<file path="config.mk">
export PLATFORM = sky130hd
export DESIGN_NAME = pgrc_device_flat
export DESIGN_NICKNAME = d
export VERILOG_FILES = /design/src/pgrc_pkg.sv /design/src/pgrc_if.sv /design/src/pgrc_device.sv /design/src/flat_wrapper.sv
export SDC_FILE = /design/constraint.sdc
export NUM_CORES = 1
export LEC_CHECK = 0
export BUFFER_PORTS_ARGS = -buffer_cell sky130_fd_sc_hd__buf_2
export CAP_MARGIN = 10
export CORE_MARGIN = 2
export CORE_UTILIZATION = 45
export CTS_BUF_LIST = sky130_fd_sc_hd__clkbuf_2 sky130_fd_sc_hd__clkbuf_4 sky130_fd_sc_hd__clkbuf_8
export DETAILED_ROUTE_END_ITERATION = 12
export PLACE_DENSITY = 0.81
export SETUP_SLACK_MARGIN = 0.1
export SYNTH_ARGS = -nofsm -noshare
export SYNTH_HDL_FRONTEND = slang
export SYNTH_SLANG_ARGS = --single-unit
</file>
<file path="constraint.sdc">
create_clock -name clk -period 3.5 [get_ports clk]
set_input_delay 0.35 -clock clk [delete_from_list [all_inputs] [get_ports clk]]
set_output_delay 0.35 -clock clk [all_outputs]
set_load 0.005 [all_outputs]
</file>
<file path="src/pgrc_pkg.sv">
// Constants shared by both ends of the power gating and reset control link.
// Assumes a single 25 MHz clock on both ends.
package pgrc_pkg;
    localparam int CLK_PERIOD_NS = 40;
    // Reset timing figures in their own units
    localparam int POWERUP_MIN_MS = 1;
    localparam int WARM_MIN_NS = 150;
    localparam int RECOVER_MAX_NS = 120;
    localparam int ABORT_MAX_US = 25;
    // Derived cycle counts: least times round up, longest round down
    localparam int POWERUP_CYCLES =
        (POWERUP_MIN_MS * 1000000 + CLK_PERIOD_NS - 1) / CLK_PERIOD_NS;
    localparam int WARM_CYCLES = (WARM_MIN_NS + CLK_PERIOD_NS - 1) / CLK_PERIOD_NS;
    localparam int RECOVER_CYCLES = (RECOVER_MAX_NS / CLK_PERIOD_NS < 1) ? 1 :
        RECOVER_MAX_NS / CLK_PERIOD_NS;
    localparam int ABORT_CYCLES = ABORT_MAX_US * 1000 / CLK_PERIOD_NS;
    // Configuration load length after power-up
    localparam int CFG_LOAD_CYCLES = 8;
    // Auto power-down limit in logic clock periods
    localparam logic [3:0] APD_LIMIT = 4'hF;
    // Power management register zero fields
    localparam int REG0_APD_EN_BIT = 1;
    localparam int REG0_STROBE_POL_BIT = 2;
    localparam int REG0_TURBO_OFF_BIT = 3;
    localparam int REG0_CLK_AND_BIT = 4;
    localparam int REG0_CLK_MC_BIT = 5;
    // Power management register two fields
    localparam int REG2_ADDR_BIT = 0;
    localparam int REG2_CTL0_BIT = 2;
    localparam int REG2_CTL1_BIT = 3;
    localparam int REG2_CTL2_BIT = 4;
    localparam int REG2_STROBE_BIT = 5;
    localparam int REG2_BE_BIT = 6;
    localparam logic [7:0] REG_RESET = 8'h00;
    // Register select on the write port
    localparam logic REG_SEL_ZERO = 1'b0;
    localparam logic REG_SEL_TWO = 1'b1;
    // Reset sequencer states
    typedef enum logic [1:0] {
        RS_LOAD = 2'b00,
        RS_HOLD = 2'b01,
        RS_RECOVER = 2'b11,
        RS_RUN = 2'b10
    } pgrc_rst_state_t;
    // Flash state machine modes
    typedef enum logic [1:0] {
        FL_READ = 2'b00,
        FL_PROGRAM = 2'b01,
        FL_ERASE = 2'b11
    } pgrc_flash_mode_t;
endpackage

</file>
<file path="src/pgrc_if.sv">
// Microcontroller bus pins between the host end and the device end.
// Assumes both ends share clk; the testbench connects the two modports.
`timescale 1ns/100ps
`default_nettype none
interface pgrc_if;
    logic resetN;
    logic chipSelN;
    logic addressStrobe;
    logic logicClockInput;
    logic [7:0] lowAddressByte;
    logic [2:0] busControl;
    logic byteEnable;
    logic regWrite;
    logic regSel;
    logic [7:0] regData;
    // Bus master and reset source
    modport host (
        output resetN, chipSelN, addressStrobe, logicClockInput,
        output lowAddressByte, busControl, byteEnable,
        output regWrite, regSel, regData
    );
    // Documented device
    modport device (
        input resetN, chipSelN, addressStrobe, logicClockInput,
        input lowAddressByte, busControl, byteEnable,
        input regWrite, regSel, regData
    );
endinterface
`default_nettype wire

</file>
<file path="src/pgrc_device.sv">
// Device end: chip select gating, input blocking, auto power-down and
// reset sequencing with flash state machine abort.
// Assumes bus pins are synchronous to clk and rst_n marks supply power-up.
//
// What this block does
// - Chip select low enables memories and I/O
// - Chip select high disables memories, keeps logic
// - Register zero bits 4/5 cut clock
// - Software should cut unused logic clock
// - Register two bits cut inputs from array
// - Counter counts held strobe, power-down at 15
// - Host holds power-up reset one millisecond
// - Power-up reset loads config, clears registers
// - No memory access during 120 ns recovery
// - Flash comes out of power-up reading
// - Sector selects low during power-up reset
// - Warm reset of 150 ns accepted, recovers
// - Logic outputs valid after config, warm
// - Reset aborts flash program or erase
// - Strobe, chip select or reset wakes
// - Power-down blocks bus from memories, address from logic
`timescale 1ns/100ps
`default_nettype none
module pgrc_device #(
    parameter int CFG_CYCLES = pgrc_pkg::CFG_LOAD_CYCLES,
    parameter int RECOVER = pgrc_pkg::RECOVER_CYCLES
) (
    input wire logic clk,
    input wire logic rst_n,
    pgrc_if.device bus,
    input wire logic [7:0] primaryDecode,
    input wire logic [3:0] secondaryDecode,
    input wire logic flashProgramReq,
    input wire logic flashEraseReq,
    input wire logic flashOpDone,
    output logic primaryFlashEn,
    output logic secondaryFlashEn,
    output logic sramEn,
    output logic ioEn,
    output logic logicOutputsValid,
    output logic operational,
    output logic [7:0] primarySectorSelects,
    output logic [3:0] secondarySectorSelects,
    output logic [7:0] memAddress,
    output logic andArrayClock,
    output logic macrocellClock,
    output logic [7:0] arrayAddress,
    output logic [2:0] arrayControl,
    output logic arrayStrobe,
    output logic arrayByteEnable,
    output logic powerDownFlag,
    output logic turboOff,
    output pgrc_pkg::pgrc_flash_mode_t flashMode,
    output logic [7:0] powerMgmtRegZero,
    output logic [7:0] powerMgmtRegTwo
);
    localparam logic [7:0] CFG_LAST = 8'(CFG_CYCLES - 1);
    localparam logic [7:0] REC_LAST = 8'(RECOVER - 1);

    pgrc_pkg::pgrc_rst_state_t rstState, next_rstState;
    logic [7:0] timer, next_timer;
    logic [7:0] next_powerMgmtRegZero, next_powerMgmtRegTwo;
    logic [3:0] apdCount, next_apdCount;
    logic next_powerDownFlag;
    logic strobePrev, next_strobePrev;
    logic clkPrev, next_clkPrev;
    pgrc_pkg::pgrc_flash_mode_t next_flashMode;
    logic strobeEdge, clkRise, running, selected;

    // Edge detection on the sampled strobe and logic clock pins
    assign strobeEdge = bus.addressStrobe != strobePrev;
    assign clkRise = bus.logicClockInput && !clkPrev;
    assign running = rstState == pgrc_pkg::RS_RUN;

    // Reset sequencer: config load, reset hold and recovery
    always_comb begin
        next_rstState = rstState;
        next_timer = timer;
        unique case (rstState)
            pgrc_pkg::RS_LOAD: begin
                next_timer = timer + 8'h01;
                if (timer == CFG_LAST) begin
                    next_rstState = pgrc_pkg::RS_HOLD;
                    next_timer = 8'h00;
                end
            end
            pgrc_pkg::RS_HOLD: begin
                if (bus.resetN) begin
                    // The sampling cycle already counts toward recovery
                    next_rstState = pgrc_pkg::RS_RECOVER;
                    next_timer = 8'h01;
                end
            end
            pgrc_pkg::RS_RECOVER: begin
                next_timer = timer + 8'h01;
                if (timer >= REC_LAST) begin
                    next_rstState = pgrc_pkg::RS_RUN;
                end
            end
            pgrc_pkg::RS_RUN: begin
                next_timer = 8'h00;
            end
        endcase
        // A low sample of the reset pin outside config load restarts the hold
        if (!bus.resetN && rstState != pgrc_pkg::RS_LOAD) begin
            next_rstState = pgrc_pkg::RS_HOLD;
            next_timer = 8'h00;
        end
    end

    always_ff @(posedge clk or negedge rst_n) begin
        if (!rst_n) begin
            rstState <= pgrc_pkg::RS_LOAD;
            timer <= 8'h00;
        end else begin
            rstState <= next_rstState;
            timer <= next_timer;
        end
    end

    // Power management registers, cleared while in reset
    always_comb begin
        next_powerMgmtRegZero = powerMgmtRegZero;
        next_powerMgmtRegTwo = powerMgmtRegTwo;
        if (!running) begin
            next_powerMgmtRegZero = pgrc_pkg::REG_RESET;
            next_powerMgmtRegTwo = pgrc_pkg::REG_RESET;
        end else if (bus.regWrite) begin
            if (bus.regSel == pgrc_pkg::REG_SEL_ZERO) begin
                next_powerMgmtRegZero = bus.regData;
            end else begin
                next_powerMgmtRegTwo = bus.regData;
            end
        end
    end

    always_ff @(posedge clk or negedge rst_n) begin
        if (!rst_n) begin
            powerMgmtRegZero <= pgrc_pkg::REG_RESET;
            powerMgmtRegTwo <= pgrc_pkg::REG_RESET;
        end else begin
            powerMgmtRegZero <= next_powerMgmtRegZero;
            powerMgmtRegTwo <= next_powerMgmtRegTwo;
        end
    end

    // Auto power-down counter and flag
    always_comb begin
        next_strobePrev = bus.addressStrobe;
        next_clkPrev = bus.logicClockInput;
        next_apdCount = apdCount;
        next_powerDownFlag = powerDownFlag;
        if (!running || !bus.chipSelN ||
                !powerMgmtRegZero[pgrc_pkg::REG0_APD_EN_BIT]) begin
            next_apdCount = 4'h0;
            next_powerDownFlag = 1'b0;
        end else if (strobeEdge) begin
            next_apdCount = 4'h0;
            next_powerDownFlag = 1'b0;
        end else if (bus.addressStrobe ==
                powerMgmtRegZero[pgrc_pkg::REG0_STROBE_POL_BIT] && clkRise &&
                apdCount != pgrc_pkg::APD_LIMIT) begin
            next_apdCount = apdCount + 4'h1;
            if (apdCount == pgrc_pkg::APD_LIMIT - 4'h1) begin
                next_powerDownFlag = 1'b1;
            end
        end
    end

    always_ff @(posedge clk or negedge rst_n) begin
        if (!rst_n) begin
            strobePrev <= 1'b0;
            clkPrev <= 1'b0;
            apdCount <= 4'h0;
            powerDownFlag <= 1'b0;
        end else begin
            strobePrev <= next_strobePrev;
            clkPrev <= next_clkPrev;
            apdCount <= next_apdCount;
            powerDownFlag <= next_powerDownFlag;
        end
    end

    // Flash state machine: reset returns it to read at once
    always_comb begin
        next_flashMode = flashMode;
        unique case (flashMode)
            pgrc_pkg::FL_READ: begin
                if (running && selected && flashEraseReq) begin
                    next_flashMode = pgrc_pkg::FL_ERASE;
                end else if (running && selected && flashProgramReq) begin
                    next_flashMode = pgrc_pkg::FL_PROGRAM;
                end
            end
            pgrc_pkg::FL_PROGRAM, pgrc_pkg::FL_ERASE: begin
                if (flashOpDone) begin
                    next_flashMode = pgrc_pkg::FL_READ;
                end
            end
            default: begin
                next_flashMode = pgrc_pkg::FL_READ;
            end
        endcase
        if (!running || !bus.resetN) begin
            next_flashMode = pgrc_pkg::FL_READ;
        end
    end

    always_ff @(posedge clk or negedge rst_n) begin
        if (!rst_n) begin
            flashMode <= pgrc_pkg::FL_READ;
        end else begin
            flashMode <= next_flashMode;
        end
    end

    // Memory enables from chip select, reset and power-down; I/O enable from chip select and reset
    assign selected = !bus.chipSelN && running && !powerDownFlag;
    assign primaryFlashEn = selected;
    assign secondaryFlashEn = selected;
    assign sramEn = selected;
    assign ioEn = !bus.chipSelN && running;
    assign operational = running;
    assign logicOutputsValid = rstState != pgrc_pkg::RS_LOAD;
    assign turboOff = powerMgmtRegZero[pgrc_pkg::REG0_TURBO_OFF_BIT];

    // Sector selects held low until out of reset
    assign primarySectorSelects =
        selected ? primaryDecode : 8'h00;
    assign secondarySectorSelects = selected ? secondaryDecode : 4'h0;
    assign memAddress = selected ? bus.lowAddressByte : 8'h00;

    // Clock and input blocking toward the logic array
    assign andArrayClock = bus.logicClockInput &&
        !powerMgmtRegZero[pgrc_pkg::REG0_CLK_AND_BIT];
    assign macrocellClock = bus.logicClockInput &&
        !powerMgmtRegZero[pgrc_pkg::REG0_CLK_MC_BIT];
    assign arrayAddress = (powerDownFlag ||
        powerMgmtRegTwo[pgrc_pkg::REG2_ADDR_BIT]) ? 8'h00 :
        bus.lowAddressByte;
    assign arrayControl[0] = bus.busControl[0] &&
        !powerMgmtRegTwo[pgrc_pkg::REG2_CTL0_BIT];
    assign arrayControl[1] = bus.busControl[1] &&
        !powerMgmtRegTwo[pgrc_pkg::REG2_CTL1_BIT];
    assign arrayControl[2] = bus.busControl[2] &&
        !powerMgmtRegTwo[pgrc_pkg::REG2_CTL2_BIT];
    assign arrayStrobe = bus.addressStrobe &&
        !powerMgmtRegTwo[pgrc_pkg::REG2_STROBE_BIT];
    assign arrayByteEnable = bus.byteEnable &&
        !powerMgmtRegTwo[pgrc_pkg::REG2_BE_BIT];
endmodule
`default_nettype wire

</file>
<file path="src/flat_wrapper.sv">
// flat-port wrapper written by rule: the top's interface ports become plain ports
module pgrc_device_flat 
#(
    parameter int CFG_CYCLES = pgrc_pkg::CFG_LOAD_CYCLES,
    parameter int RECOVER = pgrc_pkg::RECOVER_CYCLES
)
  (clk, rst_n, primaryDecode, secondaryDecode, flashProgramReq, flashEraseReq, flashOpDone, primaryFlashEn, secondaryFlashEn, sramEn, ioEn, logicOutputsValid, operational, primarySectorSelects, secondarySectorSelects, memAddress, andArrayClock, macrocellClock, arrayAddress, arrayControl, arrayStrobe, arrayByteEnable, powerDownFlag, turboOff, flashMode, powerMgmtRegZero, powerMgmtRegTwo, bus_resetN, bus_chipSelN, bus_addressStrobe, bus_logicClockInput, bus_lowAddressByte, bus_busControl, bus_byteEnable, bus_regWrite, bus_regSel, bus_regData);
  pgrc_if bus_i ();
  input wire logic clk;
  input wire logic rst_n;
  input wire logic [7:0] primaryDecode;
  input wire logic [3:0] secondaryDecode;
  input wire logic flashProgramReq;
  input wire logic flashEraseReq;
  input wire logic flashOpDone;
  output logic primaryFlashEn;
  output logic secondaryFlashEn;
  output logic sramEn;
  output logic ioEn;
  output logic logicOutputsValid;
  output logic operational;
  output logic [7:0] primarySectorSelects;
  output logic [3:0] secondarySectorSelects;
  output logic [7:0] memAddress;
  output logic andArrayClock;
  output logic macrocellClock;
  output logic [7:0] arrayAddress;
  output logic [2:0] arrayControl;
  output logic arrayStrobe;
  output logic arrayByteEnable;
  output logic powerDownFlag;
  output logic turboOff;
  output pgrc_pkg::pgrc_flash_mode_t flashMode;
  output logic [7:0] powerMgmtRegZero;
  output logic [7:0] powerMgmtRegTwo;
  input wire logic [$bits(bus_i.resetN)-1:0] bus_resetN;
  input wire logic [$bits(bus_i.chipSelN)-1:0] bus_chipSelN;
  input wire logic [$bits(bus_i.addressStrobe)-1:0] bus_addressStrobe;
  input wire logic [$bits(bus_i.logicClockInput)-1:0] bus_logicClockInput;
  input wire logic [$bits(bus_i.lowAddressByte)-1:0] bus_lowAddressByte;
  input wire logic [$bits(bus_i.busControl)-1:0] bus_busControl;
  input wire logic [$bits(bus_i.byteEnable)-1:0] bus_byteEnable;
  input wire logic [$bits(bus_i.regWrite)-1:0] bus_regWrite;
  input wire logic [$bits(bus_i.regSel)-1:0] bus_regSel;
  input wire logic [$bits(bus_i.regData)-1:0] bus_regData;
  assign bus_i.resetN = bus_resetN;
  assign bus_i.chipSelN = bus_chipSelN;
  assign bus_i.addressStrobe = bus_addressStrobe;
  assign bus_i.logicClockInput = bus_logicClockInput;
  assign bus_i.lowAddressByte = bus_lowAddressByte;
  assign bus_i.busControl = bus_busControl;
  assign bus_i.byteEnable = bus_byteEnable;
  assign bus_i.regWrite = bus_regWrite;
  assign bus_i.regSel = bus_regSel;
  assign bus_i.regData = bus_regData;
  pgrc_device #(.CFG_CYCLES(CFG_CYCLES), .RECOVER(RECOVER)) u_core (.clk(clk), .rst_n(rst_n), .bus(bus_i), .primaryDecode(primaryDecode), .secondaryDecode(secondaryDecode), .flashProgramReq(flashProgramReq), .flashEraseReq(flashEraseReq), .flashOpDone(flashOpDone), .primaryFlashEn(primaryFlashEn), .secondaryFlashEn(secondaryFlashEn), .sramEn(sramEn), .ioEn(ioEn), .logicOutputsValid(logicOutputsValid), .operational(operational), .primarySectorSelects(primarySectorSelects), .secondarySectorSelects(secondarySectorSelects), .memAddress(memAddress), .andArrayClock(andArrayClock), .macrocellClock(macrocellClock), .arrayAddress(arrayAddress), .arrayControl(arrayControl), .arrayStrobe(arrayStrobe), .arrayByteEnable(arrayByteEnable), .powerDownFlag(powerDownFlag), .turboOff(turboOff), .flashMode(flashMode), .powerMgmtRegZero(powerMgmtRegZero), .powerMgmtRegTwo(powerMgmtRegTwo));
endmodule
</file>
== After elaboration in Yosys (flattened, before gate mapping) ==
Index checks and enable logic that the tools add are counted.

* Register bits after elaboration: 35
* Input bits: 43
* Logic and storage cells: 106

* Equal/unequal tests: 18
* Reduce and logical (&&, ||, !) cells: 45
* Muxes and demuxes: 31
* $lt $le $gt $ge: 1
* $add $sub $neg: 2

{| class="wikitable"
|+ Operator list
! kind !! number
|-
| 2-to-1 mux 8 bit || 12
|-
| one-hot mux 8 bit (4 select lines) || 1
|-
| logical AND 1 bit || 16
|-
| 2-to-1 mux 2 bit || 8
|-
| 2-to-1 mux 4 bit || 4
|-
| zero test 1 bit || 13
|-
| adder 8 x 1 -> 8 bit (second input constant) || 1
|-
| == test 8 x 3 -> 1 bit (second input constant) || 1
|-
| greater-or-equal comparator 8 x 2 -> 1 bit (second input constant) || 1
|-
| AND reduction 2 bit || 4
|-
| == test 2 bit (second input constant) || 3
|-
| inequality test 2 bit (second input constant) || 3
|-
| inequality test 3 x 1 -> 1 bit (second input constant) || 2
|-
| inequality test 3 x 2 -> 1 bit (second input constant) || 2
|-
| one-hot mux 2 bit (3 select lines) || 1
|-
| nonzero test 3 bit || 2
|-
| adder 4 x 1 -> 4 bit (second input constant) || 1
|-
| == test 2 x 1 -> 1 bit (second input constant) || 2
|-
| == test 4 bit (second input constant) || 1
|-
| zero test 2 bit || 2
|-
| logical OR 1 bit || 4
|-
| 2-to-1 mux 1 bit || 4
|-
| inequality test 4 x 1 -> 1 bit (second input constant) || 1
|-
| inequality test 4 bit (second input constant) || 1
|-
| other kinds (7) || 7
|}

== Logic depth before layout (Yosys ltp) ==
* Depth in word-level cells: 9
* Gate-level depth with buffers: 5
* Gate-level depth less buffers: 5

== Worst setup path before layout ==
OpenSTA, ideal clock, no wires.

* Path type: register to output
* Start point: register u_core.powerDownFlag
* End point: output memAddress[0]
* Buffers on the path: 1
* Cell stages (with the launch flop): 4
* Slack: 2.012 ns
* Arrival time: 1.138 ns
* Required time: 3.150 ns
* Cell sequence: dfrtp_1 nor4b_4 clkbuf_1 and2_1

* Longest elaborated chain between the ends: 3

{| class="wikitable"
|+ Ends and longest elaborated chain
! element !! line !! text
|-
| from (decl) || pgrc_device.sv:51 || <nowiki>output logic powerDownFlag,</nowiki>
|-
| from (signal assigned) || pgrc_device.sv:180 || <nowiki>powerDownFlag <= next_powerDownFlag;</nowiki>
|-
| zero test 1 bit || pgrc_device.sv:218 || <nowiki>assign selected = !bus.chipSelN && running && !powerDownFlag;</nowiki>
|-
| logical AND 1 bit || pgrc_device.sv:218 ||
|-
| 2-to-1 mux 8 bit || pgrc_device.sv:231 || <nowiki>assign memAddress = selected ? bus.lowAddressByte : 8'h00;</nowiki>
|-
| to (decl) || flat_wrapper.sv:24 || <nowiki>output logic [7:0] memAddress;</nowiki>
|}

No other way between the ends.

== Worst setup path in the final report ==
* Start point: register u_core.rstState[0]
* End point: output secondarySectorSelects[1]

* Longest elaborated chain between the ends: 4

{| class="wikitable"
|+ Ends and longest elaborated chain
! element !! line !! text
|-
| from (decl) || pgrc_device.sv:60 || <nowiki>pgrc_pkg::pgrc_rst_state_t rstState, next_rstState;</nowiki>
|-
| from (signal assigned) || pgrc_device.sv:113 || <nowiki>rstState <= pgrc_pkg::RS_LOAD;</nowiki>
|-
| from (signal assigned) || pgrc_device.sv:116 || <nowiki>rstState <= next_rstState;</nowiki>
|-
| == test 2 bit || pgrc_device.sv:73 || <nowiki>assign running = rstState == pgrc_pkg::RS_RUN;</nowiki>
|-
| logical AND 1 bit (2 in series) || pgrc_device.sv:218 ||
|-
| 2-to-1 mux 4 bit || pgrc_device.sv:230 || <nowiki>assign secondarySectorSelects = selected ? secondaryDecode : 4'h0;</nowiki>
|-
| to (decl) || flat_wrapper.sv:23 || <nowiki>output logic [3:0] secondarySectorSelects;</nowiki>
|}

No other way between the ends.

==> summary.txt <==
Outcome
  – Status: finished, final reports clean

Clocking
  – TritonCTS clock tree: done
  – Clk root buf: clkbuf_8
  – Total CTS buffers: 5
  – Clock Latency Late Sink: 280 ps
  – CTS Hold Bufs: 0
  – CTS H-tree lvls: 2
  – # clock sinks: 35
  – Clk pin slew, worst setup/hold paths: 70 ps
  – Setup bufs post-CTS: 0
  – Post-CTS sizing: 0
  – Clock tree buffer depth: 2

Global routing
  – First-pass GRT wire length: 7962 um
  – Vias in the first global route: 1772
  – Total track usage: 20.21%
  – Initial antenna violation count: 0
  – Largest net degree at the start of global routing: 36
  – GRT overflow: 0

Drt
  – DRC: 0
  – WL final: 4575 um
  – Drt first pass iters: 4
  – Number of DRC markers in iteration 0: 77
  – Post-DR wirelength/cell: 12.96 um
  – Vias: 1832
  – Drt via density: 5.190
  – Post-DRT Antenna Nets: 0

Yosys
  – Area contributors post-synth: dfrtp_1 46%, and2_1 9.4%, mux2i_1 5.7%, nand3_1 5.2%, a21oi_1 3.9%
  – Avg Cell Area, Syn: 9.415 um^2
  – Syn nets: 251
  – Mapped Area: 1921 um^2
  – Share of the synthesized area in the top cell type: 45.60%
  – Number of synthesized flops with an enable pin: 0
  – Sequential share of the synthesized area: 45.60%
  – Most frequent cells after synthesis: 35 x dfrtp_1, 29 x and2_1, 20 x nand3_1
  – Post-Syn Instances: 204
  – Top_reg_cell synth: dfrtp_1
  – Top-count cell post-synth: dfrtp_1
  – Synth Register Bits: 35
  – Post-synthesis cell type count: 37
  – Async S/R FF share, synth: 100.0%
  – Area leader, netlist: dfrtp_1
  – Ys Warns: 0

Critical path
  – Kind of end point of the critical path: output pin
  – Critical path's slowest cell: nor4b_4
  – R2r setup slk: 1840 ps
  – Worst path max stage delay: 730 ps
  – Critical Path RT: 3150 ps
  – Critical Path, Cell by Cell: nor4b_4 > and2_1 > buf_2
  – Crit path max fanout: 25
  – Delay-heaviest family, CP: simple AND/OR/NAND/NOR gates
  – Critical path type: register to output pin
  – CP bufs+invs: 1
  – Arr. time, crit path: 1820 ps
  – Startpoint Class: register

Final layout
  – N_diodes: 0
  – Layout Area Growth over Synthesis: 31.34%
  – Share of cells above drive strength 1: 37.29%
  – Nets: 349
  – Finished Core Util: 62.16%
  – Non-Filler Cell Area, Final: 2522 um^2

STA
  – Final hold viol count: 0
  – Normalized max-slew margin: 45.07%
  – Final period utilization: 62.05%
  – Least-Margin Pin Slew: 820.5 ps
  – Layout Skew: 6.313 ps
  – TNS Setup: 0 ps
  – Final worst setup slack: 1328 ps
  – RSZ-0062 raised after global routing: no
  – Period minus WS final: 2172 ps
  – Fmax: 460.5 MHz
  – Final Max Tran Viols: 0
  – Final setup violation count: 0

Placed design
  – RD Place Congestion: 0.8522
  – HPWL Detailed: 3507 um
  – I/O Buffers: 103
  – Placement Cell Area: 2434 um^2
  – Dpl ws: 1578 ps

Floorplanning
  – Die height: 69.33 um
  – Die ar.: 4807 um^2
  – Die width: 69.33 um
  – Initial Util: 47.33%
  – Top Ports: 104
  – Core box area: 4058 um^2
  – Site Rows: 23

Power
  – Power per Cell Area: 394.8 nW/um^2
  – Overall power: 995.9 uW
  – Static Leak: 1.343 nW
  – Max VDD drop: 0.0002136 V

Hold path
  – HP Class: primary input to asynchronous set/reset pin

Flow run
  – Max_cap viols: 0
stage by stage:
| stage | std cells | hold WS, ps |
|---|---|---|
| floorplan | 204 | 54.41 |
| detailed placement | 345 | 473.6 |
| CTS | 353 | 163.9 |
| finish | 353 | 133.1 |
| global route | 353 | 194.8 |
| global placement | 345 | 466.5 |
layout make-up:
type	instances	area, um^2
Clock buffer	7	83.83
Clock inverter	1	5.005
Fill cell	350	1535
Inverter	5	18.77
Multi-Input combinational cell	152	960.9
Sequential cell	35	875.8
Tap cell	50	62.56
Timing Repair Buffer	103	515.5
layout by cell type (no fill, tap or decap), types with 2 or more instances in the layout:
cell,instances
nor2_1,12
ha_1,4
clkbuf_4,2
a21oi_1,15
clkbuf_8,5
nor3_1,2
nor2b_1,7
mux2i_1,11
nand2b_1,3
xor2_1,3
and3_1,2
nor4_1,2
inv_1,5
nand3_1,20
buf_2,103
nand2_1,14
or3_1,3
and2_1,29
nand3b_1,3
o21ai_0,4
a22oi_1,3
dfrtp_1,35
xnor2_1,2
worst reg2reg max path, cell delays in order (launching register included):
cell and delay, ps:
dfrtp_1 480, nor4b_4 730, o211ai_1 200, a21oi_1 180
registers in the layout, summed over array words and instances (netlist names):
signal / count
u_core.powerDownFlag: 1
u_core.flashMode: 2
u_core.strobePrev: 1
u_core.powerMgmtRegZero: 8
u_core.clkPrev: 1
u_core.powerMgmtRegTwo: 8
u_core.timer: 8
u_core.rstState: 2
u_core.apdCount: 4
worst paths after layout:
path                                       startpoint                         end  cells after the start
max reg2reg                        u_core.rstState[0]         u_core.flashMode[0]                      3
min in group clk                  bus_logicClockInput              u_core.clkPrev                      1
max                                u_core.rstState[0]   secondarySectorSelects[1]                      3
max in group asynchronous                       rst_n   u_core.powerMgmtRegTwo[5]                      1
min                                             rst_n             u_core.timer[2]                      1
min reg2reg                u_core.powerMgmtRegZero[6]  u_core.powerMgmtRegZero[6]                      2
per-layer routing:
metal | GRT usage [%] | wire length (um)
met1 | 24.23 | 1903
met2 | 33.12 | 2201
met3 | 5.959 | 364
met4 | 9.804 | 105
met5 | 0 | 0
cell families after synthesis:
| group | count (synthesis) | share of synthesized area (%) |
|---|---|---|
| multiplexers | 11 | 5.733 |
| buffers and inverters | 17 | 4.365 |
| AND/OR/NAND/NOR | 104 | 30.62 |
| flip-flops | 35 | 45.60 |
| adder cells (fa/ha/maj) | 4 | 2.606 |
| AO/OA/AOI/OAI | 28 | 8.795 |
| XOR/XNOR | 5 | 2.281 |
power by group:
group / leakage (nW) / internal (mW) / switching (mW)
Sequential: 0.475 / 0.430 / 0.0426
Combinational: 0.819 / 0.111 / 0.124
Clock: 0.0491 / 0.155 / 0.134
Power figures use the tool's default switching activity.
